`src/rtl/health_pkg.sv`:
```
// constants and record layout shared by the health attribute record builder
package health_pkg;
	localparam int CHIPS = 4;
	localparam int SPARE_W = 16;
	localparam int ERASE_W = 48;
	localparam int CNT_W = 32;
	localparam int ADDR_W = 9;

	localparam logic [7:0] ID_SPARE = 8'hc4;
	localparam logic [7:0] ID_WORST_CHIP = 8'hd5;
	localparam logic [7:0] ID_ERASE = 8'he5;
	localparam logic [7:0] ID_ECC_TOTAL = 8'hcb;
	localparam logic [7:0] ID_ECC_CORR = 8'hcc;
	localparam logic [7:0] ID_CRC = 8'hc7;

	localparam logic [15:0] FLAGS_PREFAIL = 16'h0003;
	localparam logic [15:0] FLAGS_ADVISORY = 16'h0002;
	localparam logic [7:0] FIXED_VAL = 8'h64;
	localparam logic [7:0] PCT_FULL = 8'h64;
	localparam logic [7:0] WORST_RST = 8'h64;
	localparam logic [7:0] RSVD_VAL = 8'h00;

	localparam int REC_BYTES = 12;
	localparam int NUM_REC = 6;
	localparam logic [ADDR_W-1:0] ATTR_BASE = 9'h002;
	localparam logic [ADDR_W-1:0] ATTR_LAST = 9'h169;
	localparam logic [4:0] REC_BYTES_5 = 5'h0c;

	localparam logic [3:0] QBITS = 4'h8;
	localparam logic [6:0] PCT_MUL = 7'h64;

	// record slot order inside the attribute area
	localparam int SLOT_SPARE = 0;
	localparam int SLOT_WORST = 1;
	localparam int SLOT_ERASE = 2;
	localparam int SLOT_ECC_TOTAL = 3;
	localparam int SLOT_ECC_CORR = 4;
	localparam int SLOT_CRC = 5;

	typedef enum logic {DIV_LOAD, DIV_RUN} div_state_e;

	// packed so that byte k of the record sits at bits 8k+7:8k (lsb first)
	typedef struct packed {
		logic [7:0] rsvd;
		logic [47:0] raw;
		logic [7:0] worst;
		logic [7:0] cur;
		logic [15:0] flags;
		logic [7:0] id;
	} attr_rec_s;

	typedef logic [SPARE_W-1:0] spare_t;
endpackage

```
`src/rtl/health_attribute_record_builder.sv`:
```
// health attribute records: spare, worst chip, erase life, ecc and crc counters
`timescale 1ns/1ns
`default_nettype none
module health_attribute_record_builder (
	input wire logic clk_in,
	input wire logic sys_rst_in,
	input wire health_pkg::spare_t [health_pkg::CHIPS-1:0] spare_init_in,
	input wire health_pkg::spare_t [health_pkg::CHIPS-1:0] spare_cur_in,
	input wire logic [health_pkg::ERASE_W-1:0] erase_total_in,
	input wire logic [health_pkg::ERASE_W-1:0] erase_budget_in,
	input wire logic ecc_corr_in,
	input wire logic ecc_uncorr_in,
	input wire logic crc_err_in,
	input wire logic [7:0] spare_thr_in,
	input wire logic [7:0] erase_thr_in,
	input wire logic rd_req_in,
	input wire logic [health_pkg::ADDR_W-1:0] rd_addr_in,
	output logic [7:0] rd_data_out,
	output logic rd_valid_out,
	output logic thr_exceeded_out
);
	localparam int C = health_pkg::CHIPS;
	localparam int SW = health_pkg::SPARE_W;
	localparam int CW = health_pkg::CNT_W;

	// per-chip spare percentage
	logic [7:0] chip_pct [C];
	logic [C-1:0] chip_done;

	genvar g;
	generate
		for (g = 0; g < C; g++) begin : g_chip
			pct_div #(.W(SW)) u_pct (
				.clk_in(clk_in),
				.sys_rst_in(sys_rst_in),
				.num_in(spare_cur_in[g]),
				.den_in(spare_init_in[g]),
				.pct_out(chip_pct[g]),
				.done_out(chip_done[g])
			);
		end
	endgenerate

	logic [7:0] erase_used_pct;
	logic erase_done;

	pct_div #(.W(health_pkg::ERASE_W)) u_erase (
		.clk_in(clk_in),
		.sys_rst_in(sys_rst_in),
		.num_in(erase_total_in),
		.den_in(erase_budget_in),
		.pct_out(erase_used_pct),
		.done_out(erase_done)
	);

	// minimum percentage, sums and the chip with fewest current spares
	logic [7:0] spare_min;
	logic [23:0] init_sum;
	logic [23:0] cur_sum;
	health_pkg::spare_t worst_init;
	health_pkg::spare_t worst_cur;

	always_comb begin
		spare_min = chip_pct[0];
		init_sum = 24'h000000;
		cur_sum = 24'h000000;
		worst_init = spare_init_in[0];
		worst_cur = spare_cur_in[0];
		for (int i = 0; i < C; i++) begin
			if (chip_pct[i] < spare_min)
				spare_min = chip_pct[i];
			init_sum = init_sum + 24'(spare_init_in[i]);
			cur_sum = cur_sum + 24'(spare_cur_in[i]);
			if (spare_cur_in[i] < worst_cur) begin
				worst_cur = spare_cur_in[i];
				worst_init = spare_init_in[i];
			end
		end
	end

	// remaining life is the complement of the used fraction
	wire [7:0] life_pct = health_pkg::PCT_FULL - erase_used_pct;

	// current and worst values of the computed pre-fail records
	logic [7:0] spare_val_r;
	logic [7:0] spare_worst_r;
	logic [7:0] life_val_r;
	logic [7:0] life_worst_r;
	logic spare_ok_r;
	logic life_ok_r;

	// all chips share one divider timing, so chip 0 marks a fresh minimum
	wire spare_upd = chip_done[0];

	always_ff @(posedge clk_in or posedge sys_rst_in) begin
		if (sys_rst_in) begin
			spare_val_r <= health_pkg::WORST_RST;
			spare_worst_r <= health_pkg::WORST_RST;
			life_val_r <= health_pkg::WORST_RST;
			life_worst_r <= health_pkg::WORST_RST;
			spare_ok_r <= 1'b0;
			life_ok_r <= 1'b0;
		end else begin
			if (spare_upd) begin
				spare_val_r <= spare_min;
				spare_ok_r <= 1'b1;
				if (spare_min < spare_worst_r)
					spare_worst_r <= spare_min;
			end
			if (erase_done) begin
				life_val_r <= life_pct;
				life_ok_r <= 1'b1;
				if (life_pct < life_worst_r)
					life_worst_r <= life_pct;
			end
		end
	end

	// error counters saturate rather than wrap so a full count never looks healthy
	logic [CW-1:0] ecc_total_r;
	logic [CW-1:0] ecc_corr_r;
	logic [CW-1:0] crc_r;

	wire [1:0] ecc_inc = {1'b0, ecc_corr_in} + {1'b0, ecc_uncorr_in};
	wire [CW:0] ecc_total_sum = {1'b0, ecc_total_r} + (CW+1)'(ecc_inc);
	wire [CW-1:0] ecc_total_nxt = ecc_total_sum[CW] ? '1 : ecc_total_sum[CW-1:0];
	wire ecc_corr_full = &ecc_corr_r;
	wire crc_full = &crc_r;

	always_ff @(posedge clk_in or posedge sys_rst_in) begin
		if (sys_rst_in) begin
			ecc_total_r <= '0;
			ecc_corr_r <= '0;
			crc_r <= '0;
		end else begin
			ecc_total_r <= ecc_total_nxt;
			if (ecc_corr_in && !ecc_corr_full)
				ecc_corr_r <= ecc_corr_r + CW'(1);
			if (crc_err_in && !crc_full)
				crc_r <= crc_r + CW'(1);
		end
	end

	// record assembly
	health_pkg::attr_rec_s rec [health_pkg::NUM_REC];

	assign rec[health_pkg::SLOT_SPARE] = '{
		rsvd: health_pkg::RSVD_VAL,
		raw: {cur_sum, init_sum},
		worst: spare_worst_r,
		cur: spare_val_r,
		flags: health_pkg::FLAGS_PREFAIL,
		id: health_pkg::ID_SPARE};

	assign rec[health_pkg::SLOT_WORST] = '{
		rsvd: health_pkg::RSVD_VAL,
		raw: {8'h00, worst_cur, 8'h00, worst_init},
		worst: health_pkg::FIXED_VAL,
		cur: health_pkg::FIXED_VAL,
		flags: health_pkg::FLAGS_PREFAIL,
		id: health_pkg::ID_WORST_CHIP};

	assign rec[health_pkg::SLOT_ERASE] = '{
		rsvd: health_pkg::RSVD_VAL,
		raw: erase_total_in,
		worst: life_worst_r,
		cur: life_val_r,
		flags: health_pkg::FLAGS_PREFAIL,
		id: health_pkg::ID_ERASE};

	assign rec[health_pkg::SLOT_ECC_TOTAL] = '{
		rsvd: health_pkg::RSVD_VAL,
		raw: {16'h0000, ecc_total_r},
		worst: health_pkg::FIXED_VAL,
		cur: health_pkg::FIXED_VAL,
		flags: health_pkg::FLAGS_ADVISORY,
		id: health_pkg::ID_ECC_TOTAL};

	assign rec[health_pkg::SLOT_ECC_CORR] = '{
		rsvd: health_pkg::RSVD_VAL,
		raw: {16'h0000, ecc_corr_r},
		worst: health_pkg::FIXED_VAL,
		cur: health_pkg::FIXED_VAL,
		flags: health_pkg::FLAGS_ADVISORY,
		id: health_pkg::ID_ECC_CORR};

	assign rec[health_pkg::SLOT_CRC] = '{
		rsvd: health_pkg::RSVD_VAL,
		raw: {16'h0000, crc_r},
		worst: health_pkg::FIXED_VAL,
		cur: health_pkg::FIXED_VAL,
		flags: health_pkg::FLAGS_ADVISORY,
		id: health_pkg::ID_CRC};

	// byte read decode; unused slots and bytes outside the area read zero
	wire in_area = rd_addr_in >= health_pkg::ATTR_BASE && rd_addr_in <= health_pkg::ATTR_LAST;
	wire [health_pkg::ADDR_W-1:0] area_off = rd_addr_in - health_pkg::ATTR_BASE;
	wire [4:0] slot = 5'(area_off / 9'(health_pkg::REC_BYTES_5));
	wire [3:0] byte_sel = 4'(area_off % 9'(health_pkg::REC_BYTES_5));
	wire slot_used = slot < 5'(health_pkg::NUM_REC);
	wire [95:0] rec_bits = slot_used ? rec[3'(slot)] : 96'h0;
	wire [7:0] rd_byte = in_area ? rec_bits[8*byte_sel +: 8] : 8'h00;

	// status compares only the pre-fail values, once each has been computed
	wire spare_bad = spare_ok_r && (spare_val_r < spare_thr_in);
	wire life_bad = life_ok_r && (life_val_r < erase_thr_in);

	always_ff @(posedge clk_in or posedge sys_rst_in) begin
		if (sys_rst_in) begin
			rd_data_out <= 8'h00;
			rd_valid_out <= 1'b0;
			thr_exceeded_out <= 1'b0;
		end else begin
			rd_valid_out <= rd_req_in;
			if (rd_req_in)
				rd_data_out <= rd_byte;
			thr_exceeded_out <= spare_bad || life_bad;
		end
	end
endmodule
`default_nettype wire

```
`src/rtl/pct_div.sv`:
```
// free-running percentage divider: floor(100*num/den), capped at 100
`timescale 1ns/1ns
`default_nettype none
module pct_div #(
	parameter int W = 16
) (
	input wire logic clk_in,
	input wire logic sys_rst_in,
	input wire logic [W-1:0] num_in,
	input wire logic [W-1:0] den_in,
	output logic [7:0] pct_out,
	output logic done_out
);
	localparam int WX = W + 8;

	health_pkg::div_state_e state_r;
	logic [WX-1:0] rem_r;
	logic [WX-1:0] den_r;
	logic [7:0] q_r;
	logic [3:0] bit_r;
	logic ovf_r;
	logic zero_r;

	wire [3:0] bit_idx = bit_r - 4'h1;
	wire [WX-1:0] trial = den_r << bit_idx;
	wire take = rem_r >= trial;
	wire [WX-1:0] num_x = {{(WX-W){1'b0}}, num_in};
	wire [WX-1:0] den_x = {{(WX-W){1'b0}}, den_in};
	wire [WX-1:0] scaled = WX'(num_x * WX'(health_pkg::PCT_MUL));
	wire [7:0] q_nxt = take ? (q_r | (8'h01 << bit_idx)) : q_r;
	wire last = bit_r == 4'h1;
	wire [7:0] capped = (ovf_r || q_nxt > health_pkg::PCT_FULL) ? health_pkg::PCT_FULL : q_nxt;

	always_ff @(posedge clk_in or posedge sys_rst_in) begin
		if (sys_rst_in) begin
			state_r <= health_pkg::DIV_LOAD;
			rem_r <= '0;
			den_r <= '0;
			q_r <= 8'h00;
			bit_r <= 4'h0;
			ovf_r <= 1'b0;
			zero_r <= 1'b0;
			pct_out <= 8'h00;
			done_out <= 1'b0;
		end else begin
			done_out <= 1'b0;
			case (state_r)
				health_pkg::DIV_LOAD: begin
					// sample inputs once per pass so a moving count gives a coherent result
					rem_r <= scaled;
					den_r <= den_x;
					q_r <= 8'h00;
					bit_r <= health_pkg::QBITS;
					ovf_r <= scaled >= (den_x << health_pkg::QBITS);
					zero_r <= den_in == '0;
					state_r <= health_pkg::DIV_RUN;
				end
				health_pkg::DIV_RUN: begin
					if (take)
						rem_r <= rem_r - trial;
					q_r <= q_nxt;
					bit_r <= bit_idx;
					if (last) begin
						pct_out <= zero_r ? 8'h00 : capped;
						done_out <= 1'b1;
						state_r <= health_pkg::DIV_LOAD;
					end
				end
				default: state_r <= health_pkg::DIV_LOAD;
			endcase
		end
	end
endmodule
`default_nettype wire

```
`config.mk`:
```
export PLATFORM = sky130hd
export DESIGN_NAME = health_attribute_record_builder
export DESIGN_NICKNAME = d
export VERILOG_FILES = /design/src/rtl/health_pkg.sv /design/src/rtl/health_attribute_record_builder.sv /design/src/rtl/pct_div.sv
export SDC_FILE = /design/constraint.sdc
export NUM_CORES = 2
export LEC_CHECK = 0
export BUFFER_PORTS_ARGS = -buffer_cell sky130_fd_sc_hd__buf_2
export CAP_MARGIN = 30
export CORE_MARGIN = 2
export CORE_UTILIZATION = 65
export CTS_CLUSTER_DIAMETER = 50
export DETAILED_ROUTE_END_ITERATION = 6
export PLACE_DENSITY = 0.89
export SETUP_SLACK_MARGIN = 0.1
export SKIP_CTS_REPAIR_TIMING = 1
export SYNTH_ARGS = -nofsm -noshare
export SYNTH_HDL_FRONTEND = slang
export SYNTH_HIERARCHICAL = 1
export SYNTH_SLANG_ARGS = --single-unit
```
`constraint.sdc`:
```
create_clock -name clk_in -period 9.2 [get_ports clk_in]
set_clock_uncertainty 0.1 [all_clocks]
set_input_delay 2.3 -clock clk_in [delete_from_list [all_inputs] [get_ports clk_in]]
set_output_delay 2.3 -clock clk_in [all_outputs]
set_load 0.05 [all_outputs]
```
# Yosys cells after proc, flatten, opt, wreduce, memory -nomap -nowiden
# Index checks and enable logic that the tools add are counted.
# Widths: inputs -> output; s select.
word_totals:
  in_bits: 255
  register_bits: 521
  n_memories: 0
  word_cells: 235
  latch_bits: 0
  out_inout_bits: 10
  mem_bits_rw: 0
  mem_bits_ro: 0
op_classes:
  div_mod_pow: 2
  muxes: 64
  n_lt_le_gt_ge: 29
  shift: 11
  add_sub_neg: 22
  multipliers: 5
  bitwise_logic: 11
  eq_ne: 10
  n_reduce_logical: 27
ops:
  columns: ["op", "count"]
  rows:
  - ["$bmux 96 s3", 1]
  - ["$mux 96", 3]
  - ["$ge 24x24->1", 8]
  - ["$pmux 24 s2", 4]
  - ["$mux 8", 19]
  - ["$ge 56x56->1", 2]
  - ["$pmux 56 s2", 1]
  - ["$mux 16", 6]
  - ["$mux 24", 4]
  - ["$shiftx 96x8->8", 1]
  - ["$shl 16x4->24", 4]
  - ["$sub 24x24->24", 4]
  - ["$mul 16x5->21 const B", 4]
  - ["$pmux 8 s2", 5]
  - ["$add 32x1->32 const B", 2]
  - ["$logic_not 16->1", 4]
  - ["$reduce_and 32->1", 2]
  - ["$lt 8x8->1", 7]
  - ["$mux 56", 1]
  - ["$shl 48x4->56", 1]
  - ["$sub 56x56->56", 1]
  - ["$mul 48x5->53 const B", 1]
  - ["$logic_not 48->1", 1]
  - ["$lt 16x16->1", 3]
  - ["29 further kinds", 92]

# Longest topological paths before layout
depth:
  depth_word: 12
  mapped_depth: 41
  ltp_nobuf: 32

# By module
# The synthesis kept the hierarchy.
modules_own_cells:
  columns: ["module", "seq_area_each_um2", "cells_each", "area_per_inst_um2", "n_inst"]
  rows:
  - ["pct_div at u_erase", 3203.1, 2289, 17785.8, 1]
  - ["health_attribute_record_builder", 3518.4, 1840, 16039.1, 1]
  - ["pct_div at g_chip[0].u_pct ...", 1601.5, 822, 6648.9, 2]
  - ["pct_div at g_chip[3].u_pct", 1601.5, 832, 6762.7, 1]
  - ["pct_div at g_chip[2].u_pct", 1601.5, 774, 6507.5, 1]

# Worst setup path before layout
# No wires, ideal clock.
synth_path:
  path_type: "input-to-reg"
  from: "in spare_cur_in[5] (netlist name)"
  to: "reg rd_data_out[0]"
  stages: 37
  setup_slack_ns: -0.879
  setup_ns: 0.139
  path_buffers: 8
  required_ns: 8.961
  arrival_ns: 9.840
  cell_sequence: "inv_1 ha_1 a2111o_1 o2111ai_1 o2111ai_1 a31oi_2 clkbuf_1 clkbuf_1 mux2i_1 ha_1 a211oi_1 o21ai_0 a21oi_1 o21ai_0 a21o_1 a41o_1 o41a_1 clkbuf_1 clkbuf_1 buf_1 clkbuf_1 o21ai_0 ha_1 nand4_1 or2_2 a21oi_1 nor3_1 nand3b_1 a21oi_1 a31oi_1 buf_2 buf_2 mux2_2 o221ai_1 a41oi_1 o211ai_1 o221ai_1"
synth_between:
  elab_chain_len: 12
  word_cells_on_any_way: 18
  classes_between: "add/sub (3); order compare (3); shift (1); mux (11)"
synth_lines:
  columns: ["item", "line_no", "text"]
  rows:
  - ["start: declaration", "health_attribute_record_builder.sv:8", "input wire health_pkg::spare_t [health_pkg::CHIPS-1:0] spare_cur_in,"]
  - ["$lt 16x16->1", "health_attribute_record_builder.sv:74", "if (spare_cur_in[i] < worst_cur) begin"]
  - ["$mux 16", "health_attribute_record_builder.sv:74", null]
  - ["$lt 16x16->1", "health_attribute_record_builder.sv:74", null]
  - ["$mux 16", "health_attribute_record_builder.sv:74", null]
  - ["$lt 16x16->1", "health_attribute_record_builder.sv:74", null]
  - ["$mux 16", "health_attribute_record_builder.sv:74", null]
  - ["$bmux 96 s3 *", "health_attribute_record_builder.sv:201", "wire [95:0] rec_bits = slot_used ? rec[3'(slot)] : 96'h0;"]
  - ["$mux 96 (not written as such) * (2 in a row)", "health_attribute_record_builder.sv:201", null]
  - ["$mux 96 *", "health_attribute_record_builder.sv:201", null]
  - ["$shiftx 96x8->8 *", "health_attribute_record_builder.sv:202", "wire [7:0] rd_byte = in_area ? rec_bits[8*byte_sel +: 8] : 8'h00;"]
  - ["$mux 8 *", "health_attribute_record_builder.sv:202", null]
  - ["end signal: assignment", "health_attribute_record_builder.sv:216", "rd_data_out <= rd_byte;"]
  - ["end: declaration", "health_attribute_record_builder.sv:18", "output logic [7:0] rd_data_out,"]
# Mark *: on every way between the ends. The rest lies on a longest branch, timed or not. The select of a mux whose other input is x is not followed.
# A chain may end at the register's enable or synchronous reset.

# Final worst setup path
layout_path:
  from: "in spare_cur_in[5] (netlist name)"
  to: "reg rd_data_out[4]"
# Same word-level chain as after synthesis.

==> impl_metrics.tcl <==
set metrics [dict create \
    status "finished, violations left" \
    violations "DRC" \
    multi_input_area_um2 43300 \
    clock.fmax_mhz 115 \
    maxSlewViolCount 0 \
    tns_ns 0 \
    finalWirelength_um 212000 \
    worstPathRequired_ns 9.65 \
    setup_ws_ns 0.490 \
    placedCellCount 8720 \
    grt_usage_pct 43.6 \
    grt_pass1_vias 56300 \
    grt_overflow 0 \
    netlist_area_um2 60300 \
    drc 15 \
    cap_violations 0 \
    die_h_um 309 \
    fill_cells 6978 \
    fp-row-count 111 \
    portBuffers 264 \
    ir_worst_vdd_v 0.000200 \
    antenna_found_initial 38 \
    cts_root_buf "clkbuf_16" \
    slowest_delay_ns 0.45 \
    relSlewSlack_pct 29.2 \
    clockBufferDepth 3 \
    crit_fanout 20 \
    ios 265 \
    area_growth_pct 9.92 \
    crit_type "input port to register" \
    num-nets-final 8764 \
    dieArea_um2 95200 \
    cts_tree "done" \
    first_pass_iters 7 \
    final_cells 8912 \
    drtIter0Drc 7690 \
    regArea_um2 13100 \
    pre_cts_ws_ns -0.197 \
    p_sw_share_pct 47.6 \
    drive_above_1_share_pct 11.9 \
    p_seq_share_pct 18.9 \
    internal-power_mw 9.57 \
    insertion_delay_ns 0.69 \
    h-tree-depth 3 \
    reg2reg_slack_ns 1.53 \
    end_kind "register" \
    syn_avg_cell_area_um2 8.18 \
    hold_class "register to register" \
    cts.sinks 521 \
    rsz0062_at_grt "no" \
    slowest_stage "mux4_2" \
    die_x_um 309 \
    synth_nets 8571 \
    p_switching_mw 8.68 \
    finalSetupViolations 0 \
    yosys_warnings 6 \
    wire_per_inst_um 23.8 \
    grt_max_degree 104 \
    holdWs_ns 0.385 \
    place_congestion 1.07 \
    core_area_um2 91800 \
    ant_nets 0 \
    post-route-period-util_pct 94.7 \
    leakage_nw 32.9 \
    crit_arrival_ns 9.16 \
    worst_slew_pin_slew_ns 1.06 \
    synthCells 7375 \
    combPwrFrac_pct 61.7 \
    p_per_area_nw_per_um2 275 \
    startpoint_type "input port" \
    path_clk_slew_ns 0.06 \
    viasPerCell 6.65 \
    period_minus_slack_ns 8.71 \
    grt_pass1_wl_um 322000 \
    dp_hpwl_um 165000 \
    numCtsBuffers 87 \
    via_count 59300 \
    initial_core_util_pct 65.7 \
    finalHoldViolations 0 \
    clkPwrFrac_pct 19.4 \
]
stage by stage:
step | instance area, µm² | power (mW) | util, %
5_1_grt | 66300 | 19.4 | 72.2
3_5_place_dp | 63100 | 14.2 | 68.7
3_3_place_gp | 63100 | 13.9 | 68.7
2_1_floorplan | 60400 | 11.4 | -
6_report | 66300 | 18.3 | 72.2
4_1_cts | 66200 | 17.9 | 72.1
power groups by stage:
stage | Combinational (mW) | Sequential (mW) | Clock [mW]
finish | 11.3 | 3.45 | 3.55
global route | 12.3 | 3.50 | 3.66
CTS | 10.9 | 3.42 | 3.55
detailed placement | 10.8 | 3.45 | 0
global placement | 10.4 | 3.43 | 0
floorplan | 8.11 | 3.31 | 0
registers in the layout, summed over array words and instances, names as in the netlist, 48 cells and up:
register and cells:
u_erase/den_r 48, g_chip.u_pct/rem_r 96, g_chip.u_pct/den_r 64, u_erase/rem_r 56
final cells by class:
class / instances / share of cell area [%]
Multi-Input combinational cell: 5817 / 65.3
Sequential cell: 521 / 19.7
Inverter: 737 / 4.18
Timing Repair Buffer: 404 / 3.59
Clock buffer: 101 / 3.57
Tap cell: 1243 / 2.35
Clock inverter: 62 / 1.18
Antenna cell: 27 / 0.102
path summary, 6_finish.rpt:
kind / startpoint / end / cells after the start
hold reg to reg: spare_ok_r / spare_ok_r / 1
min in group asynchronous: sys_rst_in / g_chip[1].u_pct/pct_out[7] / 2
setup reg to reg: g_chip[0].u_pct/pct_out[1] / spare_worst_r[4] / 26
setup / recovery: spare_cur_in[5] / rd_data_out[4] / 31
max in group asynchronous: sys_rst_in / u_erase/state_r / 3
hold / removal: spare_ok_r / spare_ok_r / 1
layout by cell type, fill, tap and decap left out, types with 56 or more instances in the layout:
master,count
nand2_1,858
nand2b_1,56
buf_2,265
dfrtp_1,504
o21a_1,61
a211oi_1,69
inv_1,726
mux2_2,120
xnor2_1,225
clkbuf_16,90
nor3_1,106
a31oi_1,108
nor2b_1,73
o211ai_1,62
xor2_1,107
ha_1,783
buf_4,138
mux2i_1,199
fa_1,157
nand4_1,95
nor2_1,547
a21o_1,160
o21ai_0,480
a21oi_1,497
and3_1,74
nand3_1,196
worst max-delay path: cells and delay by family:
kind / cells / cell delay [ns]
compound gates: 12 / 2.55
fa+ha+maj: 3 / 0.91
buf+inv: 6 / 1.07
mux: 4 / 1.34
simple gates: 6 / 0.93
per-layer routing:
layer / track usage [%] / wire [µm] / up-vias
met4: 31.7 / 18800 / 32
li1: - / - / 26600
met3: 10.7 / 24500 / 957
met5: 0 / 197 / -
met1: 54.1 / 77600 / 28000
met2: 66.4 / 90700 / 3685
Power figures use the tool's default switching activity.
